**config.mk**
```make
export PLATFORM = sky130hd
export DESIGN_NAME = osd_attr
export DESIGN_NICKNAME = d
export VERILOG_FILES = /design/src/osd_pkg.sv /design/src/osd_attr.sv
export SDC_FILE = /design/constraint.sdc
export NUM_CORES = 1
export LEC_CHECK = 0
export BUFFER_PORTS_ARGS = -buffer_cell sky130_fd_sc_hd__buf_4
export CORE_MARGIN = 2
export CORE_UTILIZATION = 50
export DETAILED_ROUTE_END_ITERATION = 10
export GPL_TIMING_DRIVEN = 0
export PLACE_DENSITY_LB_ADDON = 0.25
export RECOVER_POWER = 25
export SLEW_MARGIN = 20
export SYNTH_ARGS = -nofsm -noshare
export SYNTH_HDL_FRONTEND = slang
export SYNTH_SLANG_ARGS = --single-unit
```
**constraint.sdc**
```tcl
create_clock -name aclk -period 4.15 [get_ports aclk]
set_clock_uncertainty 0.15 [all_clocks]
set_input_delay 0 -clock aclk [delete_from_list [all_inputs] [get_ports aclk]]
set_output_delay 0 -clock aclk [all_outputs]
set_load 0.01 [all_outputs]
```
**src/osd_pkg.sv**
```systemverilog
// Package for the on-screen-display row attribute decoder
package osd_pkg;

   // Register byte offsets on the AXI4-Lite bus
   localparam logic [5:0] OSD_ROW_ATTR_BASE = 6'h00;
   localparam logic [5:0] OSD_CTRL_OFS = 6'h30;
   localparam logic [5:0] OSD_LAST_OFS = 6'h30;
   localparam int OSD_ROWS = 12;
   localparam logic [7:0] OSD_ROW_RESET = 8'h00;

   // Row register fields
   localparam int RA_STYLE = 7;
   localparam int RA_SIZE = 6;
   localparam int RA_LUMA_HI = 5;
   localparam int RA_LUMA_LO = 4;
   localparam int RA_KCOL_HI = 3;
   localparam int RA_KCOL_LO = 1;
   localparam int RA_KLUMA = 0;

   // Control register fields
   localparam int CTL_VSYNC_UPD = 0;
   localparam int CTL_MODE = 1;
   localparam int CTL_RGB_SRC = 2;
   localparam int CTL_STOP = 3;

   // Display word fields
   localparam int DW_HTCR = 14;
   localparam int DW_BTN_HI = 13;
   localparam int DW_BTN_LO = 12;
   localparam int DW_COL_HI = 11;
   localparam int DW_COL_LO = 9;
   localparam logic [8:0] CODE_BLANK = 9'h000;
   localparam logic [8:0] CODE_LAST = 9'h17F;

   // Colours
   localparam logic [2:0] COL_BLACK = 3'h0;
   localparam logic [2:0] COL_WHITE = 3'h7;

   // Brightness in IRE
   localparam logic [6:0] IRE_BLACK_0 = 7'h00;
   localparam logic [6:0] IRE_BLACK_1 = 7'h0A;
   localparam logic [6:0] IRE_BLACK_2 = 7'h14;
   localparam logic [6:0] IRE_BLACK_3 = 7'h1E;
   localparam logic [6:0] IRE_CHROM_0 = 7'h19;
   localparam logic [6:0] IRE_CHROM_1 = 7'h2D;
   localparam logic [6:0] IRE_CHROM_2 = 7'h37;
   localparam logic [6:0] IRE_CHROM_3 = 7'h41;
   localparam logic [6:0] IRE_WHITE_0 = 7'h2D;
   localparam logic [6:0] IRE_WHITE_1 = 7'h46;
   localparam logic [6:0] IRE_WHITE_2 = 7'h50;
   localparam logic [6:0] IRE_WHITE_3 = 7'h5A;
   localparam logic [6:0] IRE_KBLACK_1 = 7'h19;
   localparam logic [6:0] IRE_KCHROM_0 = 7'h19;
   localparam logic [6:0] IRE_KCHROM_1 = 7'h2D;

   // Halftone levels in percent
   localparam logic [6:0] HALFTONE_50 = 7'h32;
   localparam logic [6:0] HALFTONE_30 = 7'h1E;

   // Chroma phase in eighths of a turn; 4'hF marks no chroma
   localparam logic [3:0] PH_NONE = 4'hF;
   localparam logic [3:0] PH_ZERO = 4'h0;
   localparam logic [3:0] PH_PI_2 = 4'h2;
   localparam logic [3:0] PH_3PI_4 = 4'h3;
   localparam logic [3:0] PH_PI = 4'h4;
   localparam logic [3:0] PH_3PI_2 = 4'h6;
   localparam logic [3:0] PH_7PI_4 = 4'h7;

   // AXI responses
   localparam logic [1:0] RESP_OKAY = 2'h0;
   localparam logic [1:0] RESP_SLVERR = 2'h2;

   typedef enum logic [1:0] {
      OSD_BTN_NONE = 2'h0,
      OSD_BTN_START = 2'h1,
      OSD_BTN_END = 2'h2,
      OSD_BTN_SINGLE = 2'h3
   } osd_btn_t;

   typedef struct packed {
      logic [2:0] rgb;
      logic [3:0] phase;
      logic [6:0] luma;
      logic [6:0] halftone;
      logic halftone_on;
      logic cursor_on;
      osd_btn_t button;
      logic button_lowered;
      logic double_size;
      logic [8:0] glyph;
      logic glyph_show;
      logic valid;
   } osd_pix_t;

endpackage

```
**src/osd_attr.sv**
```systemverilog
// Row attribute registers and per-character attribute decode
`timescale 1ns/1ps
`default_nettype none

// How it works
// Colour source select 0: RGB shows character colour, cursor bit ignored.
// Source select 1 and cursor bit 1: RGB shows the row cursor colour.
// Button bits decode none, start, end, single alike for both styles.
// Software keeps inner button characters as none or single codes.
// RGB carries the 3-bit character colour in both display modes.
// Text mode composite phase follows character colour; black, white no chroma.
// Superimposed mode composite characters are always white.
// Nine-bit code selects glyph up to 17F; code 000 shows nothing.
// Software avoids codes 180 through 1FF.
// Twelve 8-bit read/write row registers, one per display row.
// Row registers clear to 00 on reset and on module stop.
// With vsync update set, new row values apply only at overlay vsync.
// Row style bit: 0 raised buttons, 1 lowered buttons.
// Row size bit selects double height and width, borders and buttons too.
// Character brightness field sets composite IRE per colour class.
// Character brightness sets composite luma only, never the RGB digital outputs.
// Row cursor colour uses the character colour mapping.
// Superimposed composite ignores cursor colour, shows halftone; RGB keeps it.
// Cursor only in text mode; halftone only in superimposed mode.
// Text cursor brightness bit: black 0 or 25, chromatic 25 or 45 IRE.
// Superimposed: same bit picks 50 percent or 30 percent halftone.
// Per-character cursor bit means halftone or cursor by display mode.
// Each scanned row uses the row register matching its index.
module osd_attr
   import osd_pkg::*;
(
   // Clock and reset
   input wire logic aclk,
   input wire logic aresetn,
   // AXI4-Lite write
   input wire logic [5:0] s_axi_awaddr,
   input wire logic s_axi_awvalid,
   output logic s_axi_awready,
   input wire logic [31:0] s_axi_wdata,
   input wire logic [3:0] s_axi_wstrb,
   input wire logic s_axi_wvalid,
   output logic s_axi_wready,
   output logic [1:0] s_axi_bresp,
   output logic s_axi_bvalid,
   input wire logic s_axi_bready,
   // AXI4-Lite read
   input wire logic [5:0] s_axi_araddr,
   input wire logic s_axi_arvalid,
   output logic s_axi_arready,
   output logic [31:0] s_axi_rdata,
   output logic [1:0] s_axi_rresp,
   output logic s_axi_rvalid,
   input wire logic s_axi_rready,
   // Video scan input
   input wire logic overlay_vsync,
   input wire logic char_valid,
   input wire logic [3:0] char_row,
   input wire logic [15:0] char_word,
   // Decoded pixel attributes
   output osd_pix_t pix
);

   typedef struct packed {
      logic [OSD_ROWS-1:0][7:0] regs;
      logic [OSD_ROWS-1:0][7:0] live;
      logic [3:0] ctrl;
      logic pend;
      logic vs_d;
      logic aw_got;
      logic [5:0] aw;
      logic w_got;
      logic [31:0] wd;
      logic [3:0] ws;
      logic bvalid;
      logic [1:0] bresp;
      logic rvalid;
      logic [31:0] rdata;
      logic [1:0] rresp;
      osd_pix_t pix;
   } osd_st_t;

   osd_st_t st, next_st;

   function automatic logic [3:0] col_phase(input logic [2:0] c);
      case (c)
         3'h1: col_phase = PH_PI;
         3'h2: col_phase = PH_7PI_4;
         3'h3: col_phase = PH_3PI_2;
         3'h4: col_phase = PH_PI_2;
         3'h5: col_phase = PH_3PI_4;
         3'h6: col_phase = PH_ZERO;
         default: col_phase = PH_NONE;
      endcase
   endfunction

   function automatic logic [6:0] char_ire(input logic [2:0] c,
                                           input logic [1:0] l);
      logic [6:0] r;
      r = IRE_CHROM_0;
      if (c == COL_BLACK) begin
         case (l)
            2'h0: r = IRE_BLACK_0;
            2'h1: r = IRE_BLACK_1;
            2'h2: r = IRE_BLACK_2;
            default: r = IRE_BLACK_3;
         endcase
      end else if (c == COL_WHITE) begin
         case (l)
            2'h0: r = IRE_WHITE_0;
            2'h1: r = IRE_WHITE_1;
            2'h2: r = IRE_WHITE_2;
            default: r = IRE_WHITE_3;
         endcase
      end else begin
         case (l)
            2'h0: r = IRE_CHROM_0;
            2'h1: r = IRE_CHROM_1;
            2'h2: r = IRE_CHROM_2;
            default: r = IRE_CHROM_3;
         endcase
      end
      char_ire = r;
   endfunction

   // Row index of a register address, or OSD_ROWS when not a row
   function automatic logic [3:0] row_of(input logic [5:0] a);
      logic [3:0] i;
      i = a[5:2];
      if (a[1:0] != 2'h0 || i >= 4'(OSD_ROWS)) begin
         i = 4'(OSD_ROWS);
      end
      row_of = i;
   endfunction

   logic do_wr;
   logic do_rd;
   logic vs_rise;
   logic [7:0] ra;
   logic [2:0] ccol;
   logic [2:0] kcol;
   logic text_mode;
   logic cur_bit;
   logic [3:0] wrow;
   logic [3:0] rrow;

   assign s_axi_awready = !st.aw_got && !st.bvalid;
   assign s_axi_wready = !st.w_got && !st.bvalid;
   assign s_axi_bvalid = st.bvalid;
   assign s_axi_bresp = st.bresp;
   assign s_axi_arready = !st.rvalid;
   assign s_axi_rvalid = st.rvalid;
   assign s_axi_rdata = st.rdata;
   assign s_axi_rresp = st.rresp;
   assign pix = st.pix;

   always_comb begin
      next_st = st;
      do_wr = st.aw_got && st.w_got && !st.bvalid;
      do_rd = s_axi_arvalid && !st.rvalid;
      vs_rise = overlay_vsync && !st.vs_d;
      wrow = row_of(st.aw);
      rrow = row_of(s_axi_araddr);
      next_st.vs_d = overlay_vsync;
      if (s_axi_awvalid && s_axi_awready) begin
         next_st.aw_got = 1'b1;
         next_st.aw = s_axi_awaddr;
      end
      if (s_axi_wvalid && s_axi_wready) begin
         next_st.w_got = 1'b1;
         next_st.wd = s_axi_wdata;
         next_st.ws = s_axi_wstrb;
      end
      if (do_wr) begin
         next_st.aw_got = 1'b0;
         next_st.w_got = 1'b0;
         next_st.bvalid = 1'b1;
         next_st.bresp = RESP_OKAY;
         if (wrow < 4'(OSD_ROWS)) begin
            if (st.ws[0]) begin
               next_st.regs[wrow] = st.wd[7:0];
               next_st.pend = 1'b1;
            end
         end else if (st.aw == OSD_CTRL_OFS) begin
            if (st.ws[0]) begin
               next_st.ctrl = st.wd[3:0];
            end
         end else begin
            next_st.bresp = RESP_SLVERR;
         end
      end
      if (st.bvalid && s_axi_bready) begin
         next_st.bvalid = 1'b0;
      end
      if (do_rd) begin
         next_st.rvalid = 1'b1;
         next_st.rresp = RESP_OKAY;
         next_st.rdata = 32'h00000000;
         if (rrow < 4'(OSD_ROWS)) begin
            next_st.rdata = {24'h000000, st.regs[rrow]};
         end else if (s_axi_araddr == OSD_CTRL_OFS) begin
            next_st.rdata = {28'h0000000, st.ctrl};
         end else begin
            next_st.rresp = RESP_SLVERR;
         end
      end else if (st.rvalid && s_axi_rready) begin
         next_st.rvalid = 1'b0;
      end
      // Copy shadow rows into the live set
      if (!st.ctrl[CTL_VSYNC_UPD] || (st.pend && vs_rise)) begin
         next_st.live = next_st.regs;
         next_st.pend = 1'b0;
      end
      if (st.ctrl[CTL_STOP]) begin
         next_st.regs = '0;
         next_st.live = '0;
         next_st.pend = 1'b0;
      end
      // Per-character decode
      ra = (char_row < 4'(OSD_ROWS)) ? st.live[char_row] : 8'h00;
      ccol = char_word[DW_COL_HI:DW_COL_LO];
      kcol = ra[RA_KCOL_HI:RA_KCOL_LO];
      text_mode = st.ctrl[CTL_MODE];
      cur_bit = char_word[DW_HTCR];
      next_st.pix.valid = char_valid;
      next_st.pix.glyph = char_word[8:0];
      next_st.pix.glyph_show = (char_word[8:0] != CODE_BLANK) &&
         (char_word[8:0] <= CODE_LAST);
      next_st.pix.button = osd_btn_t'(char_word[DW_BTN_HI:DW_BTN_LO]);
      next_st.pix.button_lowered = ra[RA_STYLE];
      next_st.pix.double_size = ra[RA_SIZE];
      // RGB colour never depends on brightness bits
      if (st.ctrl[CTL_RGB_SRC] && cur_bit) begin
         next_st.pix.rgb = kcol;
      end else begin
         next_st.pix.rgb = ccol;
      end
      next_st.pix.cursor_on = text_mode && cur_bit;
      next_st.pix.halftone_on = !text_mode && cur_bit;
      next_st.pix.halftone = ra[RA_KLUMA] ? HALFTONE_30 : HALFTONE_50;
      if (!text_mode) begin
         next_st.pix.phase = PH_NONE;
         next_st.pix.luma = char_ire(COL_WHITE,
            ra[RA_LUMA_HI:RA_LUMA_LO]);
      end else if (cur_bit) begin
         next_st.pix.phase = col_phase(kcol);
         if (kcol == COL_BLACK) begin
            next_st.pix.luma = ra[RA_KLUMA] ? IRE_KBLACK_1 : IRE_BLACK_0;
         end else begin
            next_st.pix.luma = ra[RA_KLUMA] ? IRE_KCHROM_1
                                            : IRE_KCHROM_0;
         end
      end else begin
         next_st.pix.phase = col_phase(ccol);
         next_st.pix.luma = char_ire(ccol,
            ra[RA_LUMA_HI:RA_LUMA_LO]);
      end
   end

   always_ff @(posedge aclk) begin
      if (!aresetn) begin
         st <= '0;
      end else begin
         st <= next_st;
      end
   end

   // Assertions
   a_stop_clears: assert property (@(posedge aclk) disable iff (!aresetn)
      st.ctrl[CTL_STOP] |=> (st.live == '0))
      else $error("rows not cleared in stop");
   a_rgb_char: assert property (@(posedge aclk) disable iff (!aresetn)
      !st.ctrl[CTL_RGB_SRC] |=> pix.rgb == $past(ccol))
      else $error("rgb not character colour");
   a_rgb_cursor: assert property (@(posedge aclk) disable iff (!aresetn)
      st.ctrl[CTL_RGB_SRC] && cur_bit |=> pix.rgb == $past(kcol))
      else $error("rgb not cursor colour");
   a_super_white: assert property (@(posedge aclk) disable iff (!aresetn)
      !st.ctrl[CTL_MODE] |=> pix.phase == PH_NONE && !pix.cursor_on)
      else $error("superimposed not white");
   a_blank_code: assert property (@(posedge aclk) disable iff (!aresetn)
      char_word[8:0] == CODE_BLANK |=> !pix.glyph_show)
      else $error("blank code shown");
   a_ht_level: assert property (@(posedge aclk) disable iff (!aresetn)
      !st.ctrl[CTL_MODE] && cur_bit |=> pix.halftone_on &&
      pix.halftone == ($past(ra[RA_KLUMA]) ? HALFTONE_30 : HALFTONE_50))
      else $error("bad halftone level");
   a_vsync_hold: assert property (@(posedge aclk) disable iff (!aresetn)
      st.ctrl[CTL_VSYNC_UPD] && !st.ctrl[CTL_STOP] && !(st.pend && vs_rise)
      |=> st.live == $past(st.live))
      else $error("live rows changed off vsync");
   a_text_phase: assert property (@(posedge aclk) disable iff (!aresetn)
      st.ctrl[CTL_MODE] && !cur_bit && ccol == 3'h1
      |=> pix.phase == PH_PI)
      else $error("blue phase wrong");

   // Register bus and row storage
   a_stop_regs: assert property (@(posedge aclk) disable iff (!aresetn)
      st.ctrl[CTL_STOP] |=> (st.regs == '0))
      else $error("shadow rows not cleared in stop");
   a_write_lands: assert property (@(posedge aclk) disable iff (!aresetn)
      do_wr && wrow < 4'(OSD_ROWS) && st.ws[0] && !st.ctrl[CTL_STOP]
      |=> st.regs[$past(wrow)] == $past(st.wd[7:0]))
      else $error("row write lost");
   a_unmapped_err: assert property (@(posedge aclk) disable iff (!aresetn)
      do_wr && wrow >= 4'(OSD_ROWS) && st.aw != OSD_CTRL_OFS
      |=> s_axi_bvalid && s_axi_bresp == RESP_SLVERR)
      else $error("unmapped write not refused");
   a_read_row: assert property (@(posedge aclk) disable iff (!aresetn)
      do_rd && rrow < 4'(OSD_ROWS) |=> s_axi_rvalid &&
      s_axi_rresp == RESP_OKAY && s_axi_rdata[31:8] == 24'h000000)
      else $error("row read answer wrong");
   a_busy_ready: assert property (@(posedge aclk) disable iff (!aresetn)
      st.bvalid |-> !s_axi_awready && !s_axi_wready)
      else $error("write taken while response pending");
   a_live_direct: assert property (@(posedge aclk) disable iff (!aresetn)
      !st.ctrl[CTL_VSYNC_UPD]
      |=> st.live == st.regs)
      else $error("live rows lag without vsync update");
   a_live_vsync: assert property (@(posedge aclk) disable iff (!aresetn)
      st.pend && vs_rise
      |=> st.live == st.regs)
      else $error("live rows not copied at vsync");

   // Per-character decode
   a_cursor_phase: assert property (@(posedge aclk) disable iff (!aresetn)
      st.ctrl[CTL_MODE] && cur_bit && kcol == 3'h5
      |=> pix.phase == PH_3PI_4)
      else $error("cursor phase wrong");
   a_white_luma: assert property (@(posedge aclk) disable iff (!aresetn)
      !st.ctrl[CTL_MODE] && ra[RA_LUMA_HI:RA_LUMA_LO] == 2'h2
      |=> pix.luma == IRE_WHITE_2)
      else $error("superimposed luma not white");
   a_black_luma: assert property (@(posedge aclk) disable iff (!aresetn)
      st.ctrl[CTL_MODE] && !cur_bit && ccol == COL_BLACK &&
      ra[RA_LUMA_HI:RA_LUMA_LO] == 2'h3 |=> pix.luma == IRE_BLACK_3)
      else $error("black character luma wrong");
   a_kblack_luma: assert property (@(posedge aclk) disable iff (!aresetn)
      st.ctrl[CTL_MODE] && cur_bit && kcol == COL_BLACK && ra[RA_KLUMA]
      |=> pix.luma == IRE_KBLACK_1)
      else $error("black cursor luma wrong");
   a_ht_text: assert property (@(posedge aclk) disable iff (!aresetn)
      st.ctrl[CTL_MODE] |=> !pix.halftone_on)
      else $error("halftone in text mode");
   a_sup_rgb: assert property (@(posedge aclk) disable iff (!aresetn)
      !st.ctrl[CTL_MODE] && st.ctrl[CTL_RGB_SRC] && cur_bit
      |=> pix.rgb == $past(kcol) && pix.halftone_on)
      else $error("superimposed cursor rgb wrong");
   a_button_end: assert property (@(posedge aclk) disable iff (!aresetn)
      char_word[DW_BTN_HI:DW_BTN_LO] == 2'h2 |=> pix.button == OSD_BTN_END)
      else $error("button end not decoded");
   a_row_pick: assert property (@(posedge aclk) disable iff (!aresetn)
      char_row == 4'h1
      |=> pix.double_size == $past(st.live[1][RA_SIZE]))
      else $error("row attributes not from own row");
   a_glyph_copy: assert property (@(posedge aclk) disable iff (!aresetn)
      1'b1 |=> pix.glyph == $past(char_word[8:0]))
      else $error("glyph code not passed");
   a_pix_valid: assert property (@(posedge aclk) disable iff (!aresetn)
      1'b1 |=> pix.valid == $past(char_valid))
      else $error("pixel valid not one cycle late");
   c_vsync_update: cover property (@(posedge aclk) disable iff (!aresetn)
      st.pend && vs_rise && st.ctrl[CTL_VSYNC_UPD]);
   c_cursor: cover property (@(posedge aclk) disable iff (!aresetn)
      pix.cursor_on);
   c_halftone: cover property (@(posedge aclk) disable iff (!aresetn)
      pix.halftone_on);
   c_button_end: cover property (@(posedge aclk) disable iff (!aresetn)
      pix.button == OSD_BTN_END && pix.button_lowered);
   c_double: cover property (@(posedge aclk) disable iff (!aresetn)
      pix.double_size && pix.valid);

endmodule
`default_nettype wire

```
==> impl_metrics.json, run 1 <==
{
  "status": "finished, final reports clean",
  "synth-seq-area-share_pct": 45.72,
  "post_cts_buffers": 0,
  "criticalPathCategory": "reg2reg",
  "p_leak_nw": 6.332,
  "grt_pass1_wl_mm": 54.10,
  "critical_path_required_ns": 4.43,
  "fin_nets": 1496,
  "die_area_mm2": 0.02408,
  "clkSinkCount": 261,
  "crit_fanout": 7,
  "setup_viol": 0,
  "h-tree-depth": 1,
  "vias_per_cell": 5.785,
  "dpl.hpwl_mm": 25.49,
  "synthCells": 1208,
  "max-cap-violations": 0,
  "synth.avg_cell_area_um2": 9.460,
  "antenna_found_initial": 1,
  "grt_max_degree": 14,
  "power_density_mw_per_mm2": 386.0,
  "crit_family": "compound AO/OA/AOI/OAI gates",
  "antenna_left": 0,
  "grt_pass1_vias": 9383,
  "worst_hold_slack_ns": 0.03085,
  "hold_viol": 0,
  "ir_drop_mv": 0.2762,
  "drive_above_1_share_pct": 14.22,
  "routedWlPerCell_um": 21.09,
  "yosysTopAreaCell": "dfxtp_1",
  "rows": 55,
  "slowest_stage": "a2bb2oi_1",
  "setup_tns_ns": 0,
  "synth_top_area_share_pct": 45.72,
  "slew_violations": 0,
  "clock_path_buffers": 3,
  "path_buf_inv": 1,
  "path_cells": "mux4_2 -> mux2i_1 -> a2bb2oi_1 -> inv_1 -> ha_1 -> nor2_1 -> a21oi_1 -> o311ai_0 -> o21ai_0 -> and3_1",
  "die_y_um": 155.2,
  "rsz0062_at_grt": "no",
  "hp-class": "in2reg",
  "critPathLaunchType": "flip-flop",
  "ys_warn_count": 0,
  "coreArea_mm2": 0.02250,
  "yosys.cell_count.top_type": "dfxtp_1",
  "pin_count": 156,
  "fp.dieW_um": 155.2,
  "track_usage_pct": 29.26,
  "synth.cell_area_mm2": 0.01143,
  "drc": 0,
  "gp_congestion": 0.9764,
  "area_delta_synth_final_pct": 20.75,
  "synth_async_sr_flop_share_pct": 0,
  "relSlewSlack_pct": 21.92,
  "finalCritPeriodShare_pct": 78.78,
  "cts_tree": "yes",
  "drt_iter0_markers": 861,
  "finalNonFillerCells": 1713,
  "clk_pin_slew_worst_paths_ns": 0.06,
  "n_antenna_cell": 0,
  "wirelength_mm": 36.12,
  "io_buffers": 93,
  "synth_top_cells_by_count": "dfxtp_1 (261), nor2_1 (231), mux2i_1 (125)",
  "cts-buffers-inserted": 26,
  "synth_seq_cells": 261,
  "synth_edf_count": 0,
  "yosys-top-cells-area": "dfxtp_1 (46%), mux2i_1 (11%), nor2_1 (7.6%), a211oi_1 (7.2%), buf_4 (5.0%)",
  "period_needed_ns": 3.269,
  "ys_types": 64,
  "overflow": 0,
  "max_freq_mhz": 305.9,
  "ys.flop_type": "dfxtp_1",
  "slowest_delay_ns": 0.71,
  "critPathCaptureType": "flip-flop",
  "num_vias": 9909,
  "initial_core_util_pct": 50.78,
  "firstDrtPassIters": 8,
  "cts-resized-gates": 0,
  "placed_cells": 1613,
  "cp_data_arrival_time_ns": 3.55,
  "insertion_delay_ns": 0.54,
  "tightest_slew_ns": 1.161,
  "cts_root_buf": "clkbuf_16"
}
==> cell usage in the layout (no fill, tap or decap), drive strengths merged, types with 3 or more instances in the layout <==
| cell type | count |
|---|---|
| mux2 | 4 |
| nor2 | 232 |
| nand2 | 61 |
| a22oi | 4 |
| clkinv | 6 |
| mux4 | 24 |
| o221ai | 8 |
| dlygate4sd3 | 56 |
| a221oi | 3 |
| dfxtp | 261 |
| a22o | 4 |
| nor3 | 10 |
| ha | 7 |
| a311oi | 3 |
| nor2b | 8 |
| and2 | 17 |
| or3 | 5 |
| inv | 12 |
| o22ai | 12 |
| nand2b | 9 |
| mux2i | 125 |
| clkbuf | 164 |
| a211oi | 111 |
| buf | 127 |
| nand3 | 15 |
| nand3b | 3 |
| conb | 28 |
| o21ai | 25 |
| a21oi | 35 |
| a31oi | 7 |
| a2111oi | 4 |
| o211ai | 3 |
| and3 | 7 |
| a2bb2oi | 5 |
==> stage by stage <==
step / power (mW) / utilization, % / worst slack, ns / instance area (µm²)
3_3_place_gp: 3.001 / 55.92 / 0.7538 / 12580
4_1_cts: 5.321 / 62.14 / 1.002 / 13980
2_1_floorplan: 2.839 / - / 1.527 / 11530
5_1_grt: 5.461 / 61.32 / 0.7651 / 13800
6_report: 5.326 / 61.32 / 0.8807 / 13800
3_5_place_dp: 3.003 / 55.94 / 0.7550 / 12590
==> sequential cells by signal (all words and copies together) (netlist names) <==
register	flops
st	215
pix	34
s_axi_rdata	8
s_axi_bresp	1
s_axi_bvalid	1
s_axi_rresp	1
s_axi_rvalid	1
==> power by group <==
group          switching [mW]  internal, mW
Combinational           0.259         0.178
Sequential             0.0193          2.53
Clock                   0.990          1.35
Total                    1.27          4.06
==> worst reg2reg max path: stages (launching register included) <==
cell	delay, ns
dfxtp_1	0.32
mux4_2	0.47
mux2i_1	0.26
a2bb2oi_1	0.71
inv_1	0.16
ha_1	0.37
nor2_1	0.11
a21oi_1	0.05
o311ai_0	0.26
o21ai_0	0.13
and3_1	0.17
==> kinds of logic (layout without fill, tap and decap cells) <==
group                    Yosys count  count (layout)  synth area share (%)
buffers and inverters            173             366                 8.420
other                              1              28               0.03282
adder cells (fa/ha/maj)            7               7                0.7664
multiplexers                     153             153                 16.24
flip-flops                       261             261                 45.72
AO/OA/AOI/OAI                    236             236                 14.51
XOR/XNOR                           2               2                0.1533
AND/OR/NAND/NOR                  375             375                 14.16
==> area by class of cell <==
class	instances	area [µm²]
well taps	285	356.6
flip-flops and latches	261	5225
multi-input cells	801	5346
inverters	12	45.04
fillers	1976	8705
plain buffers	161	902.1
clock buffers	37	773.2
clock inverters	7	60.06
repair buffers	149	1090
==> path summary, 6_finish.rpt <==
check | startpoint | endpoint | slack [ns] | depth (start not counted)
min | s_axi_awvalid | st[119]$_SDFFE_PP0P_ | 0.03 | 5
max | st[218]$_SDFFE_PP0P_ | pix[27]$_SDFF_PN0_ | 0.88 | 10
max reg2reg | st[218]$_SDFFE_PP0P_ | pix[27]$_SDFF_PN0_ | 0.88 | 10
min reg2reg | s_axi_rdata[6]$_SDFFE_PN0P_ | s_axi_rdata[6]$_SDFFE_PN0P_ | 0.34 | 2
==> routing by layer <==
layer  GRT usage (%)  share of wire (%)  vias up
met4           12.32                4.1        2
met2           47.45                 45      512
met5               0              0.028        -
met3           5.404                9.5      123
met1           38.59                 41     4697
li1                -                  -     4575
==> timing repair <==
action | 4_1_cts | 5_1_grt
hold endpoints to repair | 59 | 0
endpoints found under the setup margin | 0 | 0
hold buffers | 56 | 0
Power figures use the tool's default switching activity.
==> run 2, diff against run 1 <==
Settings changed: ABC_AREA set to 1.
Clock period 4.15 ns to 3.4 ns, I/O delays scaled along.
==> run 2 against run 1 <==
Against the previous run: first-iteration DRC count rose by 45%; power rose by 33%; synthesized cell count rose by 47%; combinational power rose by 82%; final cell count rose by 37%; critical path depth rose by 5; global-route usage rose by 2.9 points; sequential cell count did not move; synthesized area rose by 10%; design area rose by 11%.
==> impl_metrics.json, run 2 <==
{
  "relSlewSlack_pct": 30.80,
  "p_switching_mw": 1.811,
  "die_area_mm2": 0.02652,
  "largest_register": "st",
  "hold_viol": 0,
  "synthCells": 1776,
  "p_int_mw": 5.264,
  "synth.cell_area_mm2": 0.01262,
  "gp_congestion": 1.011,
  "r2r_setup_slack_ns": 0.55,
  "post_cts_buffers": 0,
  "cp_data_arrival_time_ns": 3.51,
  "overflow": 0,
  "crit_fanout": 10,
  "placed_cells": 2228,
  "n_antenna_cell": 0,
  "firstDrtPassIters": 6,
  "yosys.cell_count.top_type": "nand2_1",
  "io_buffers": 95,
  "ys_warn_count": 0,
  "clock_path_buffers": 3,
  "status": "finished, final reports clean",
  "synth-seq-area-share_pct": 41.41,
  "synth_edf_count": 0,
  "drt_iter0_markers": 1250,
  "vias_per_cell": 5.370,
  "area_delta_synth_final_pct": 21.83,
  "final_common_cell": "nand2_1",
  "fill_cells": 2324,
  "num_vias": 12640,
  "clk_pin_slew_worst_paths_ns": 0.06,
  "track_usage_pct": 32.16,
  "rows": 58,
  "final_cell_mix": "nand2_1 (356), dfxtp_1 (261), nor2_1 (245)",
  "yosysTopAreaCell": "dfxtp_1",
  "slew_violations": 0,
  "synth_top_area_share_pct": 41.41,
  "setup_tns_ns": 0,
  "power_density_mw_per_mm2": 460.2,
  "synth_async_sr_flop_share_pct": 0,
  "clock_power_share_pct": 44.2,
  "finalNonFillerCells": 2354,
  "fp.dieW_um": 162.9,
  "drive_above_1_share_pct": 13.29,
  "cts-buffers-inserted": 28,
  "clkSinkCount": 261,
  "p_leak_nw": 7.758,
  "h-tree-depth": 1,
  "tightest_slew_ns": 1.038,
  "grt_pass1_wl_mm": 65.19,
  "setup_viol": 0,
  "criticalPathCategory": "in2reg",
  "grt_pass1_vias": 11590,
  "cts_root_buf": "clkbuf_16",
  "routedWlPerCell_um": 18.43,
  "ir_drop_mv": 0.3625,
  "switching_share_pct": 25.59,
  "antenna_left": 0,
  "max-cap-violations": 0,
  "critical_path_required_ns": 3.68,
  "finalCritPeriodShare_pct": 94.73,
  "drc": 0,
  "p_seq_share_pct": 44.6,
  "synth.avg_cell_area_um2": 7.105,
  "initial_core_util_pct": 50.55,
  "yosys-top-cells-area": "dfxtp_1 (41%), nand2_1 (11%), nor2_1 (7.3%), inv_1 (6.0%), o21ai_0 (5.8%)",
  "coreArea_mm2": 0.02496,
  "rsz0062_at_grt": "no",
  "fin_nets": 2089,
  "dpl.hpwl_mm": 30.91,
  "ys_types": 46,
  "largest_reg_flops": 215,
  "synth_seq_cells": 261,
  "period_needed_ns": 3.221,
  "ys.flop_type": "dfxtp_1",
  "antenna_found_initial": 0,
  "synth_top_cells_by_count": "nand2_1 (356), dfxtp_1 (261), nor2_1 (245)",
  "comb_power_share_pct": 11.2,
  "max_freq_mhz": 310.5,
  "pin_count": 156,
  "grt_max_degree": 14,
  "critPathLaunchType": "input pin",
  "die_y_um": 162.9,
  "insertion_delay_ns": 0.55,
  "critPathCaptureType": "flip-flop",
  "hp-class": "in2reg",
  "wirelength_mm": 43.38,
  "cts_tree": "yes"
}
[run 2: cell types whose count changed after synthesis, sizes merged, moves of 16 or more]
cell    change
a211oi     -45
a21oi      +56
and2       -16
buf        +26
inv       +200
mux2i     -125
mux4       -24
nand2     +304
nand3      +86
nor2       +22
o21ai     +147
or2        +18
[run 2: timing repair]
action	4_1_cts	5_1_grt
resized for setup	0	4
hold endpoints to repair	80	0
endpoints found under the setup margin	0	1
hold buffers	77	0
[run 2: kinds of logic (layout without fill, tap and decap cells)]
family	count (synthesis)	in the layout	synth area share (%)
flip-flops	261	261	41.41
adder cells (fa/ha/maj)	7	7	0.6941
AO/OA/AOI/OAI	360	360	16.87
buffers and inverters	390	611	14.73
AND/OR/NAND/NOR	757	757	26.27
other	1	28	0.02972
[run 2: per-stage QoR]
stage	util [%]	hold slack [ns]	cell area (µm²)	setup slack, ns	total power [mW]
final	61.58	0.03514	15370	0.1791	7.075
after global routing	61.58	0.04900	15370	0.07422	7.267
after CTS	62.28	0.001279	15550	0.2296	7.072
after detailed placement	55.46	-0.007036	13850	0.4020	3.927
after global placement	55.46	-0.009270	13850	0.4702	3.917
after floorplan	-	-0.1223	12720	1.213	3.645
[run 2: worst max-delay path, stage by stage]
cell and delay [ns]:
dlygate4sd3_1 0.54, buf_4 0.15, nand2_1 0.27, nand3_4 0.19, inv_2 0.15, buf_2 0.26
nand2_1 0.12, nand3_1 0.09, nand3_1 0.17, nand3_1 0.20, nand2_1 0.07, nand2_1 0.06
dlygate4sd3_1 0.57, a21oi_1 0.06, dlygate4sd3_1 0.58
[run 2: power groups by stage]
stage	Combinational, mW	Sequential, mW	Clock, mW
2_1_floorplan	0.441	3.20	0
4_1_cts	0.790	3.15	3.13
3_5_place_dp	0.709	3.22	0
6_report	0.793	3.15	3.13
5_1_grt	0.846	3.16	3.26
3_3_place_gp	0.700	3.22	0
[run 2: final cells by class]
type / instances / area, µm² / share of cell area, %
Clock buffer: 39 / 803.3 / 5.225
Inverter: 216 / 818.3 / 5.323
Tap cell: 330 / 412.9 / 2.686
Buffer: 174 / 1042 / 6.780
Multi-Input combinational cell: 1152 / 5643 / 36.71
Clock inverter: 10 / 128.9 / 0.8383
Timing Repair Buffer: 172 / 1300 / 8.456
Sequential cell: 261 / 5225 / 33.99
[run 2: metal layers]
layer,GRT usage (%),up-vias,wire length (µm)
met1,42.64,5845,17730
met3,5.882,126,4283
met2,50.83,644,19100
met4,15.16,0,2267
li1,-,6027,-
met5,0,-,0
[run 2: final timing paths]
check,start,end,depth (start not counted)
setup / recovery,s_axi_araddr[5],s_axi_rdata[3]$_SDFFE_PN0P_,15
hold / removal,char_valid,pix[0]$_SDFF_PN0_,4
setup reg to reg,st[194]$_SDFFE_PP0P_,pix[28]$_SDFF_PN0_,13
hold reg to reg,s_axi_rdata[4]$_SDFFE_PN0P_,s_axi_rdata[4]$_SDFFE_PN0P_,2
